<file path="src/verilog/sfrxc_pkg.sv">
/*
  Package for the serial FIFO receive-configuration block: register offsets,
  field positions, reset values, duplex codes and FIFO depths.
  Assumes a 32-bit APB register port with word-aligned registers.
*/
package sfrxc_pkg;

  // ----------------------------------------------------------------------
  // Register offsets (byte addresses)
  // ----------------------------------------------------------------------
  localparam logic [7:0] OFS_GENERAL = 8'h00;
  localparam logic [7:0] OFS_RXCFG   = 8'h04;
  localparam logic [7:0] OFS_RXSTAT  = 8'h08;
  localparam logic [7:0] OFS_CHANNEL = 8'h0C;

  // ----------------------------------------------------------------------
  // Field positions
  // ----------------------------------------------------------------------
  localparam int GEN_FIFO_EN   = 0;
  localparam int GEN_AUTO_STOP = 1;
  localparam int GEN_USAGE     = 4;
  localparam int RXC_LEVEL_LO  = 0;
  localparam int RXC_COND      = 6;
  localparam int RXC_CLEAR     = 7;
  localparam int CH_DUPLEX_LO  = 0;
  localparam int CH_RX_EN      = 2;
  localparam int CH_TX_EN      = 3;
  localparam int CH_NINE_BIT   = 4;

  localparam logic [31:0] RESET_VALUE = 32'h0000_0000;

  // ----------------------------------------------------------------------
  // Duplex codes and depths
  // ----------------------------------------------------------------------
  typedef enum logic [1:0] {
    SFRXC_DPX_NONE,
    SFRXC_DPX_HALF_TX,
    SFRXC_DPX_HALF_RX,
    SFRXC_DPX_FULL
  } sfrxc_duplex_t;

  localparam logic [2:0] DEPTH_HALF = 3'h4;
  localparam logic [2:0] DEPTH_FULL = 3'h2;
  localparam logic [2:0] LVL_ONE    = 3'h1;
  localparam logic [2:0] LVL_TWO    = 3'h2;
  localparam logic [2:0] LVL_THREE  = 3'h3;

endpackage : sfrxc_pkg

</file>
<file path="src/verilog/sfrxc_rx_fifo.sv">
/*
  Receive FIFO storage with a fill level and a synchronous clear.
  Assumes the writer honours full and the reader honours empty.
*/
`timescale 1ns/1ps
`default_nettype none

module sfrxc_rx_fifo #(
  parameter int WIDTH = 8,
  parameter int DEPTH = 4
) (
  // Clock and reset
  input  wire logic             pclk,
  input  wire logic             presetn,
  input  wire logic             ce,
  // Control
  input  wire logic             clear,
  input  wire logic [2:0]       limit,
  // Write side
  input  wire logic             wr_valid,
  input  wire logic [WIDTH-1:0] wr_data,
  output logic                  wr_ready,
  // Read side
  input  wire logic             rd_ready,
  output logic                  rd_valid,
  output logic      [WIDTH-1:0] rd_data,
  output logic      [2:0]       level
);

  logic [WIDTH-1:0] mem [DEPTH];
  logic [1:0]       wptr;
  logic [1:0]       rptr;
  wire              do_wr = wr_valid && wr_ready;
  wire              do_rd = rd_valid && rd_ready;

  // Depth limit follows the duplex split
  assign wr_ready = (level < limit) && !clear;
  assign rd_valid = (level != 3'h0);
  assign rd_data  = mem[rptr];

  always_ff @(posedge pclk or negedge presetn) begin
    if (!presetn) begin
      wptr  <= 2'h0;
      rptr  <= 2'h0;
      level <= 3'h0;
    end else if (ce) begin
      if (clear) begin
        wptr  <= 2'h0;
        rptr  <= 2'h0;
        level <= 3'h0;
      end else begin
        if (do_wr) wptr <= wptr + 2'h1;
        if (do_rd) rptr <= rptr + 2'h1;
        level <= level + {2'h0, do_wr} - {2'h0, do_rd};
      end
    end
  end

  always_ff @(posedge pclk) begin
    if (ce && do_wr) mem[wptr] <= wr_data;
  end

endmodule : sfrxc_rx_fifo

`default_nettype wire

</file>
<file path="src/verilog/sfrxc_top.sv">
/*
  FIFO configuration and receive FIFO control for a serial channel:
  enable and depth split, auto-stop of transmit/receive, receive clear and
  receive interrupt threshold. Assumes an APB master and a shift-register
  side that reports buffer occupancy as plain levels.
*/
`timescale 1ns/1ps
`default_nettype none

// Function
// Half-duplex receive auto-stop clears receive enable when byte count reached.
// Half-duplex transmit auto-stop clears transmit enable when all transmit stages empty.
// Full-duplex auto-stop clears both enables on either condition.
// FIFO enable bit: 0 disables, 1 enables.
// Depth split: 4 receive, 4 transmit, or 2 and 2 by duplex.
// Transmit FIFO always offers its full configured depth.
// Software avoids the FIFO in 9-bit asynchronous mode.
// Receive clear empties FIFO, zeroes level, resets pointers, reads 0.
// Receive interrupt on level equal or at least threshold per select.
// Software clears FIFOs after duplex select and enable, before use.
// Usage select picks max depth or threshold as auto-stop count.
// Single-cycle receive request when condition becomes true after a write.
// Unused bits read zero; control fields reset to zero.
module sfrxc_top #(
  parameter int WIDTH = 8
) (
  // APB
  input  wire logic             pclk,
  input  wire logic             presetn,
  input  wire logic             ce,
  input  wire logic             psel,
  input  wire logic             penable,
  input  wire logic             pwrite,
  input  wire logic [7:0]       paddr,
  input  wire logic [31:0]      pwdata,
  output logic      [31:0]      prdata,
  output logic                  pready,
  output logic                  pslverr,
  // Receive shift side
  input  wire logic             rx_byte_valid,
  input  wire logic [WIDTH-1:0] rx_byte,
  input  wire logic             rx_stage_full,
  input  wire logic             fifo_rd_ready,
  // Transmit side status
  input  wire logic             tx_all_empty,
  // Channel outputs
  output logic                  fifo_rd_valid,
  output logic      [WIDTH-1:0] fifo_rd_data,
  output logic                  rx_fifo_full,
  output logic                  rx_enable,
  output logic                  tx_enable,
  output logic      [2:0]       tx_fifo_depth,
  output logic                  rx_irq
);

  // ----------------------------------------------------------------------
  // Registers
  // ----------------------------------------------------------------------
  logic       fifo_en;
  logic       auto_stop_on_count;
  logic       rx_fifo_usage_select;
  logic       rx_irq_condition_select;
  logic [1:0] rx_level_code;
  logic [1:0] duplex;
  logic       nine_bit;
  logic       irq_cond_q;
  logic       wrote_q;

  wire        wr_acc  = psel && penable && pwrite && ce;
  wire        sel_gen = (paddr == sfrxc_pkg::OFS_GENERAL);
  wire        sel_rxc = (paddr == sfrxc_pkg::OFS_RXCFG);
  wire        sel_sts = (paddr == sfrxc_pkg::OFS_RXSTAT);
  wire        sel_ch  = (paddr == sfrxc_pkg::OFS_CHANNEL);
  wire        mapped  = sel_gen || sel_rxc || sel_sts || sel_ch;
  wire        rx_clear = wr_acc && sel_rxc && pwdata[sfrxc_pkg::RXC_CLEAR];

  // ----------------------------------------------------------------------
  // Depth split and thresholds
  // ----------------------------------------------------------------------
  wire half_rx = (duplex == sfrxc_pkg::SFRXC_DPX_HALF_RX);
  wire half_tx = (duplex == sfrxc_pkg::SFRXC_DPX_HALF_TX);
  wire full_dx = (duplex == sfrxc_pkg::SFRXC_DPX_FULL);
  wire [2:0] rx_depth = !fifo_en ? 3'h0 :
                        half_rx ? sfrxc_pkg::DEPTH_HALF :
                        full_dx ? sfrxc_pkg::DEPTH_FULL : 3'h0; // see
  // Transmit depth ignores the usage select
  wire [2:0] next_tx_depth = !fifo_en ? 3'h0 :
                             half_tx ? sfrxc_pkg::DEPTH_HALF :
                             full_dx ? sfrxc_pkg::DEPTH_FULL : 3'h0; // see
  wire [2:0] threshold = (rx_level_code == 2'h0) ? rx_depth :
                         (rx_level_code == 2'h1) ? sfrxc_pkg::LVL_ONE :
                         (rx_level_code == 2'h2) ? sfrxc_pkg::LVL_TWO :
                         full_dx ? sfrxc_pkg::LVL_ONE : sfrxc_pkg::LVL_THREE;
  wire [2:0] stop_count = rx_fifo_usage_select ? threshold : rx_depth;

  logic [2:0] level;
  logic       fifo_wr_ready;
  // The one shift stage before the FIFO, when full, counts as one more valid byte
  wire  [2:0] rx_held = level + {2'h0, rx_stage_full};
  wire        rx_full_cond = rx_held >= stop_count && stop_count != 3'h0;
  wire        irq_cond = fifo_en && threshold != 3'h0 &&
                         (rx_irq_condition_select ? (level >= threshold)
                                                  : (level == threshold));
  wire        stop_rx = auto_stop_on_count && fifo_en &&
                        ((half_rx && rx_full_cond) ||
                         (full_dx && (rx_full_cond || tx_all_empty))); // see
  wire        stop_tx = auto_stop_on_count && fifo_en &&
                        ((half_tx && tx_all_empty) ||
                         (full_dx && (rx_full_cond || tx_all_empty))); // see
  wire        fifo_push = rx_byte_valid && rx_enable;

  sfrxc_rx_fifo #(
    .WIDTH (WIDTH),
    .DEPTH (int'(sfrxc_pkg::DEPTH_HALF))
  ) u_fifo (
    .pclk     (pclk),
    .presetn  (presetn),
    .ce       (ce),
    .clear    (rx_clear),
    .limit    (rx_depth),
    .wr_valid (fifo_push),
    .wr_data  (rx_byte),
    .wr_ready (fifo_wr_ready),
    .rd_ready (fifo_rd_ready),
    .rd_valid (fifo_rd_valid),
    .rd_data  (fifo_rd_data),
    .level    (level)
  );

  // ----------------------------------------------------------------------
  // Read mux
  // ----------------------------------------------------------------------
  wire [31:0] rd_gen = {27'h0, rx_fifo_usage_select, 2'h0, auto_stop_on_count, fifo_en};
  wire [31:0] rd_rxc = {24'h0, 1'b0, rx_irq_condition_select, 4'h0, rx_level_code};
  wire [31:0] rd_sts = {29'h0, level};
  wire [31:0] rd_ch  = {27'h0, nine_bit, tx_enable, rx_enable, duplex};
  wire [31:0] next_prdata = sel_gen ? rd_gen : sel_rxc ? rd_rxc :
                            sel_sts ? rd_sts : sel_ch ? rd_ch : 32'h0;

  always_ff @(posedge pclk or negedge presetn) begin
    if (!presetn) begin
      fifo_en                 <= 1'b0;
      auto_stop_on_count      <= 1'b0;
      rx_fifo_usage_select    <= 1'b0;
      rx_irq_condition_select <= 1'b0;
      rx_level_code           <= 2'h0;
      duplex                  <= 2'h0;
      nine_bit                <= 1'b0;
    end else if (wr_acc) begin
      if (sel_gen) begin
        fifo_en              <= pwdata[sfrxc_pkg::GEN_FIFO_EN];
        auto_stop_on_count   <= pwdata[sfrxc_pkg::GEN_AUTO_STOP];
        rx_fifo_usage_select <= pwdata[sfrxc_pkg::GEN_USAGE];
      end else if (sel_rxc) begin
        rx_irq_condition_select <= pwdata[sfrxc_pkg::RXC_COND];
        rx_level_code <= pwdata[sfrxc_pkg::RXC_LEVEL_LO +: 2];
      end else if (sel_ch) begin
        duplex   <= pwdata[sfrxc_pkg::CH_DUPLEX_LO +: 2];
        nine_bit <= pwdata[sfrxc_pkg::CH_NINE_BIT]; // Nine-bit FIFO use is software's problem
      end
    end
  end

  // Enables: auto-stop wins over a software set in the same cycle
  always_ff @(posedge pclk or negedge presetn) begin
    if (!presetn) begin
      rx_enable <= 1'b0;
      tx_enable <= 1'b0;
    end else if (ce) begin
      if (stop_rx) rx_enable <= 1'b0; // see
      else if (wr_acc && sel_ch) rx_enable <= pwdata[sfrxc_pkg::CH_RX_EN];
      if (stop_tx) tx_enable <= 1'b0; // see
      else if (wr_acc && sel_ch) tx_enable <= pwdata[sfrxc_pkg::CH_TX_EN];
    end
  end

  always_ff @(posedge pclk or negedge presetn) begin
    if (!presetn) begin
      prdata        <= sfrxc_pkg::RESET_VALUE;
      pready        <= 1'b0;
      pslverr       <= 1'b0;
      irq_cond_q    <= 1'b0;
      wrote_q       <= 1'b0;
      rx_irq        <= 1'b0;
      rx_fifo_full  <= 1'b0;
      tx_fifo_depth <= 3'h0;
    end else if (ce) begin
      pready        <= psel && !penable;
      pslverr       <= psel && !penable && !mapped;
      prdata        <= next_prdata;
      wrote_q       <= fifo_push && fifo_wr_ready;
      irq_cond_q    <= irq_cond;
      rx_irq        <= irq_cond && !irq_cond_q && wrote_q;
      rx_fifo_full  <= !fifo_wr_ready;
      tx_fifo_depth <= next_tx_depth;
    end
  end

  // ----------------------------------------------------------------------
  // Assertions
  // ----------------------------------------------------------------------
  property p_clear_empties;
    @(posedge pclk) disable iff (!presetn) (rx_clear && ce) |=> (level == 3'h0);
  endproperty
  a_clear_empties: assert property (p_clear_empties) else $error("clear left level");

  property p_irq_pulse;
    @(posedge pclk) disable iff (!presetn) rx_irq |=> !rx_irq;
  endproperty
  a_irq_pulse: assert property (p_irq_pulse) else $error("irq not one cycle");

  property p_rx_stop;
    @(posedge pclk) disable iff (!presetn) (ce && stop_rx) |=> !rx_enable;
  endproperty
  a_rx_stop: assert property (p_rx_stop) else $error("rx not stopped");

  property p_tx_stop;
    @(posedge pclk) disable iff (!presetn) (ce && stop_tx) |=> !tx_enable;
  endproperty
  a_tx_stop: assert property (p_tx_stop) else $error("tx not stopped");

  property p_full_both;
    @(posedge pclk) disable iff (!presetn)
      (ce && auto_stop_on_count && fifo_en && full_dx && tx_all_empty) |=> (!rx_enable && !tx_enable);
  endproperty
  a_full_both: assert property (p_full_both) else $error("full duplex stop");

  property p_depth_limit;
    @(posedge pclk) disable iff (!presetn) level <= sfrxc_pkg::DEPTH_HALF;
  endproperty
  a_depth_limit: assert property (p_depth_limit) else $error("level over depth");

  property p_disabled_no_store;
    @(posedge pclk) disable iff (!presetn) (!fifo_en && level == 3'h0) |=> (level == 3'h0);
  endproperty
  a_disabled_no_store: assert property (p_disabled_no_store) else $error("store while off");

  property p_tx_depth;
    @(posedge pclk) disable iff (!presetn) (ce && fifo_en && half_tx) |=> (tx_fifo_depth == sfrxc_pkg::DEPTH_HALF);
  endproperty
  a_tx_depth: assert property (p_tx_depth) else $error("tx depth wrong");

endmodule : sfrxc_top

`default_nettype wire

</file>
<file path="config.mk">
export PLATFORM = sky130hd
export DESIGN_NAME = sfrxc_top
export DESIGN_NICKNAME = d
export VERILOG_FILES = /design/src/verilog/sfrxc_pkg.sv /design/src/verilog/sfrxc_rx_fifo.sv /design/src/verilog/sfrxc_top.sv
export SDC_FILE = /design/constraint.sdc
export NUM_CORES = 1
export LEC_CHECK = 0
export BUFFER_PORTS_ARGS = -buffer_cell sky130_fd_sc_hd__buf_2
export CAP_MARGIN = 20
export CORE_ASPECT_RATIO = 1.2
export CORE_MARGIN = 10
export CORE_UTILIZATION = 40
export CTS_CLUSTER_DIAMETER = 50
export DETAILED_ROUTE_END_ITERATION = 16
export PLACE_DENSITY = 0.76
export RECOVER_POWER = 100
export SYNTH_ARGS = -nofsm -noshare
export SYNTH_HDL_FRONTEND = slang
export SYNTH_SLANG_ARGS = --single-unit
</file>
<file path="constraint.sdc">
create_clock -name pclk -period 3.15 [get_ports pclk]
set_clock_uncertainty 0.05 [all_clocks]
set_input_delay 0.63 -clock pclk [delete_from_list [all_inputs] [get_ports pclk]]
set_output_delay 0.63 -clock pclk [all_outputs]
set_load 0.01 [all_outputs]
</file>
After elaboration in Yosys (flattened, before gate mapping)
Memory sizes are Yosys's and may differ from the RTL's. Index checks and enable logic that the tools add are counted.

Flip-flop bits (word level): 59. Memory bits (writable): 32. Input bits: 58. Output and inout port bits: 50. Logic and storage cells: 117. Memories: 1.

Add/sub/neg operators: 5. $lt $le $gt $ge: 3. Equal/unequal tests: 9. Muxes and demuxes: 26. Bitwise operators: 2. Reductions and logical operators: 51.

Memories: u_fifo.mem (words 4, width 8, rd ports 1, clocked after Yosys merged registers in 0, write ports 1, line sfrxc_rx_fifo.sv:30) `logic [WIDTH-1:0] mem [DEPTH];`.

Operator list (number): logical AND 1 bit (24); two-way mux 3 bit (7); == test 8 x 4 -> 1 bit, second input constant (2); two-way mux 2 bit (8); two-way mux 7 bit (2); two-way mux 5 bit (2); AND reduction 2 bit (5); nonzero test 3 bit (3); == test 8 x 3 -> 1 bit, second input constant (1); logical NOT 8 bit (1); nonzero test 2 bit (4); two-way mux 1 bit (7); adder 3 x 1 -> 3 bit (2); == test 2 bit, second input constant (3); >= comparator 3 bit (2); logical OR 1 bit (6); logical NOT 1 bit (5); adder 2 x 1 -> 2 bit, second input constant (2); == test 2 x 1 -> 1 bit, second input constant (2); AND reduction 4 bit (1); == test 3 bit (1); < comparator 3 bit (1); AND reduction 3 bit (1); subtractor 3 x 1 -> 3 bit (1); 2 further kinds (3).

Depth between registers and ports, before layout
Depth in word-level cells: 14. Depth in mapped cells: 13. Gate-level depth less buffers: 12.

Modules after synthesis
Synthesis repeated with hierarchy kept, for this count alone.

Cells, all modules: 266. Area, all modules: 3370.7 µm².

Modules (own cells, without submodules): sfrxc_rx_fifo (instances 1, cells each 104, area an instance 1779.2 µm², sequential area each 1136.1 µm²); sfrxc_top (instances 1, cells each 162, area an instance 1591.5 µm², sequential area each 625.6 µm²).

Worst setup path before layout
Ideal clock, no wire load.

Path kind: input to register. From: input port paddr[2]. To: register u_fifo.level[2]. Arrival: 2.694 ns. Required time: 2.968 ns. Path slack: 0.274 ns. Stages on the path: 11. Cell sequence: clkbuf_1 -> nor2b_1 -> nand4_1 -> nor2_1 -> nor4_1 -> ha_1 -> fa_1 -> xor2_1 -> and2_1 -> o21ai_0 -> o21ai_0.

Cells in the longest elaborated chain, start to end: 9.

Ends and longest elaborated chain: from (decl) (line sfrxc_top.sv:34) `input wire logic [7:0] paddr,`; == test 8 x 3 -> 1 bit (line sfrxc_top.sv:71) `wire sel_rxc = (paddr == sfrxc_pkg::OFS_RXCFG);`; logical AND 1 bit (2 in series) (line sfrxc_top.sv:75) `wire rx_clear = wr_acc && sel_rxc && pwdata[sfrxc_pkg::RXC_CLEAR];`; logical NOT 1 bit (line sfrxc_rx_fifo.sv:37) `assign wr_ready = (level < limit) && !clear;`; logical AND 1 bit (line sfrxc_rx_fifo.sv:37); logical AND 1 bit (line sfrxc_rx_fifo.sv:33) `wire do_wr = wr_valid && wr_ready;`; named net u_fifo.do_wr (line sfrxc_rx_fifo.sv:33); adder 3 x 1 -> 3 bit (line sfrxc_rx_fifo.sv:54) `level <= level + {2'h0, do_wr} - {2'h0, do_rd};`; subtractor 3 x 1 -> 3 bit (line sfrxc_rx_fifo.sv:54); two-way mux 3 bit (line sfrxc_rx_fifo.sv:47) `if (clear) begin`; to (signal assigned) (line sfrxc_rx_fifo.sv:54); to (decl) (line sfrxc_rx_fifo.sv:27) `output logic [2:0] level`.

The timed path passes the listed nets, and every way through them passes these cells. A chain may end at the register's enable or synchronous reset.

Worst setup path in the final report
From: register fifo_en. To: register u_fifo.level[2].

Cells in the longest elaborated chain, start to end: 7.

Ends and longest elaborated chain: from (decl) (line sfrxc_top.sv:59) `logic fifo_en;`; from (signal assigned) (line sfrxc_top.sv:151) `fifo_en <= pwdata[sfrxc_pkg::GEN_FIFO_EN];`; two-way mux 3 bit (line sfrxc_top.sv:83) `wire [2:0] rx_depth = !fifo_en ? 3'h0 :`; < comparator 3 bit (line sfrxc_rx_fifo.sv:37); logical AND 1 bit (line sfrxc_rx_fifo.sv:37); logical AND 1 bit (line sfrxc_rx_fifo.sv:33); named net u_fifo.do_wr (line sfrxc_rx_fifo.sv:33); adder 3 x 1 -> 3 bit (line sfrxc_rx_fifo.sv:54); subtractor 3 x 1 -> 3 bit (line sfrxc_rx_fifo.sv:54); two-way mux 3 bit (line sfrxc_rx_fifo.sv:47).

The timed path passes the listed nets, and every way through them passes these cells.

==> flow_summary_export.csv <==
group,metric,value,unit
sta,fin_crit,2730,ps
finish,diodes,0,
critical_path,critical_path.top_delay_family,"simple AND/OR/NAND/NOR gates",
detailed_routing,wl_met3,498,um
synthesis,syn_area,3310,sq um
sta,slew_violations,33,
global_routing,grt.overflow.total,0,
finish,drive_above_1_share,19.9,%
critical_path,max_stage_delay,480,ps
detailed_routing,firstDrtPassIters,4,
die,core,8110,sq um
synthesis,synthMuxAreaShare,12.2,%
clock_network,clock_sinks,64,
global_routing,grt_max_degree,33,
clock_network,cts_buffer_depth,2,
critical_path,cp-start-kind,"flip-flop",
synthesis,synth_top_cell_area_share,29.0,%
clock_network,cts_tree,"done",
placement,io_buffers,55,
critical_path,critPathRequiredTime,3310,ps
hold_path,min_to,"irq_cond_q",
sta,setup_violations,0,
die,ios,108,
detailed_routing,routed_via_density,5.10,
synthesis,synth_edf_count,32,
sta,hold_viol,0,
sta,fmax,366,MHz
synthesis,synth-seq-cells,64,
detailed_routing,dr_wl_met2,3440,um
clock_network,cts_hold_buf,0,
critical_path,reg2reg_to,"u_fifo.level[2]",
global_routing,grt_pass1_wl,11200,um
critical_path,path_cells,"nand2_1 -> nor2_1 -> inv_1 -> ha_1 -> and2_2 -> nor4_1 -> ha_1 -> fa_1 -> xor2_1 -> nor3_1 -> o21ai_0 -> o21ai_0",
critical_path,crit_fanout,8,
finish,seqCellArea,1760,sq um
power_and_ir_drop,p_leak,1.61,nW
power_and_ir_drop,ir_drop,0.000288,V
placement,gp_congestion,0.884,
detailed_routing,drt-total-wl,7020,um
synthesis,async_reset_ff_share,50.0,%
synthesis,synth_cells,256,
critical_path,r2r_start,"fifo_en",
synthesis,synthTopCellsByArea,"edfxtp_1 (29%), dfrtp_1 (24%), buf_4 (6.3%)",
finish,stdcell_count,417,
synthesis,postSynthAreaPerCell,12.9,sq um
clock_network,cts.repair.resized,0,
sta,setup_tns,0,ps
die,die_h,120,um
placement,dp_hpwl,5320,um
detailed_routing,ant_nets,0,
synthesis,synth-compound-area-share,6.99,%
finish,final_common_cell,"clkbuf_1",
clock_network,cts_root_buffer,"clkbuf_8",
global_routing,antenna_found_initial,0,
finish,mostFrequentLayoutCells,"clkbuf_1 (37), dfrtp_1 (32), edfxtp_1 (32)",
critical_path,reg2regPathDepth,12,
detailed_routing,num_vias,2127,
global_routing,grt_usage,11.3,%
synthesis,synthSimpleGateAreaFrac,10.6,%
clock_network,cts_buffers,9,
sta,relSlewSlack,-15.1,%
power_and_ir_drop,cellPowerDensity,652,nW/um^2
critical_path,critPathCaptureType,"flip-flop",
synthesis,synthAdderAreaFrac,6.27,%
sta,worstMarginPinSlew,1730,ps
finish,fin_nets,391,
sta,timing.final.crit_share,86.7,%
finish,multi_input_area,1320,sq um
critical_path,rrSetupSlack,420,ps
sta,rsz0062_at_grt,"false",
die,initial_utilization,40.8,%
die,dieWidth,103,um
synthesis,ys_seq_area_share,53.2,%
clock_network,htree_levels,3,
synthesis,synth_top_family_by_area,"multiplexers",
synthesis,synthXorXnorAreaFrac,1.32,%
synthesis,synthFlopType,"edfxtp_1",
clock_network,clkSlewWorstSetupHoldPaths,80,ps
hold_path,hp-start,"irq_cond_q",
critical_path,cp_slowest_cell,"dfrtp_1",
detailed_routing,routed.top_layer,"met4",
status,status,"finished with violations",
finish,post-route-util,46.5,%
critical_path,path_buf_inv,1,
die,dieArea,12300,sq um
detailed_routing,drt-initial-drc-count,66,
placement,placedCellCount,401,
detailed_routing,wire_per_inst,16.8,um
clock_network,clk_latency,330,ps
critical_path,worst_ep_arrival_time,2890,ps
global_routing,grt_pass1_vias,2224,
synthesis,yosysTopAreaCell,"edfxtp_1",
synthesis,ys_types,48,
flow_run,maxCapViolCount,1,
finish,syn2layout_area_growth,13.8,%
hold_path,whs_path_depth,1,
status,violations,"max-capacitance violations, max-slew violations",
finish,n_fill_cell,748,
hold_path,hold_path_class,"reg -> reg",
detailed_routing,drc,0,
synthesis,ys.warnings.count,0,
clock_network,post-cts-setup-buffers,0,
die,num_rows,36,
critical_path,crit_type,"reg -> reg",
detailed_routing,drt-met1-wl,2990,um
==> synth_stat cells (4+ instances only) <==
| master | number |
|---|---|
| a21oi_1 | 5 |
| dfrtp_1 | 32 |
| buf_4 | 28 |
| mux2_2 | 11 |
| o21ai_0 | 10 |
| inv_1 | 16 |
| ha_1 | 15 |
| and3_2 | 5 |
| nand4_1 | 4 |
| nor2b_1 | 4 |
| clkbuf_1 | 4 |
| nand3_1 | 9 |
| xor2_1 | 4 |
| nor2_1 | 10 |
| nand2_1 | 11 |
| mux4_2 | 9 |
| edfxtp_1 | 32 |
| and2_1 | 4 |
==> routing by layer <==
metal	up-vias	global-route usage [%]
li1	1001	-
met5	-	0
met3	9	3.10
met4	0	4.01
met2	76	18.0
met1	1041	14.2
==> state kept, by name, indices dropped and copies added (netlist names), 2 cells and up <==
| signal | cells |
|---|---|
| u_fifo.mem | 32 |
| tx_fifo_depth | 2 |
| u_fifo.level | 3 |
| duplex | 2 |
| u_fifo.rptr | 2 |
| prdata | 6 |
| rx_level_code | 2 |
| u_fifo.wptr | 2 |
==> stage by stage <==
stage	total power, mW	worst slack (ps)	hold WS [ps]	instance area, sq um
6_report	2.46	418	430	3770
4_1_cts	2.50	425	319	3850
3_5_place_dp	1.63	315	419	3600
3_3_place_gp	1.60	396	412	3600
2_1_floorplan	1.46	274	284	3410
5_1_grt	2.61	222	468	3770
==> worst max-delay path by stage <==
stage,from,to,cells after the start
after detailed placement,paddr[7],u_fifo.level[2],11
final,fifo_en,u_fifo.level[2],12
after CTS,fifo_en,u_fifo.level[2],12
after floorplan,paddr[2],u_fifo.level[2],11
after global placement,paddr[7],u_fifo.level[2],11
after global routing,fifo_en,u_fifo.level[2],12
==> power by group <==
part	internal, mW	total [mW]	leakage, nW	switching, mW
clock network	0.535	0.868	0.125	0.333
registers	0.921	1.04	0.717	0.115
logic	0.268	0.552	0.770	0.284
total	1.72	2.46	1.61	0.732
==> logic make-up after synthesis <==
group / Yosys count
AND/OR/NAND/NOR: 60
flip-flops: 64
other: 1
AO/OA/AOI/OAI: 31
adder cells (fa/ha/maj): 16
multiplexers: 26
XOR/XNOR: 5
buffers and inverters: 53
==> cell type report <==
class / count / area share (%)
clock buffer: 9 / 3.29
clock inverter: 7 / 3.32
inverter: 16 / 1.59
multi-input combinational: 165 / 34.9
sequential: 64 / 46.7
tap: 95 / 3.15
timing repair buffer: 61 / 7.01
Note: power is estimated with default switching activity, not from simulation.
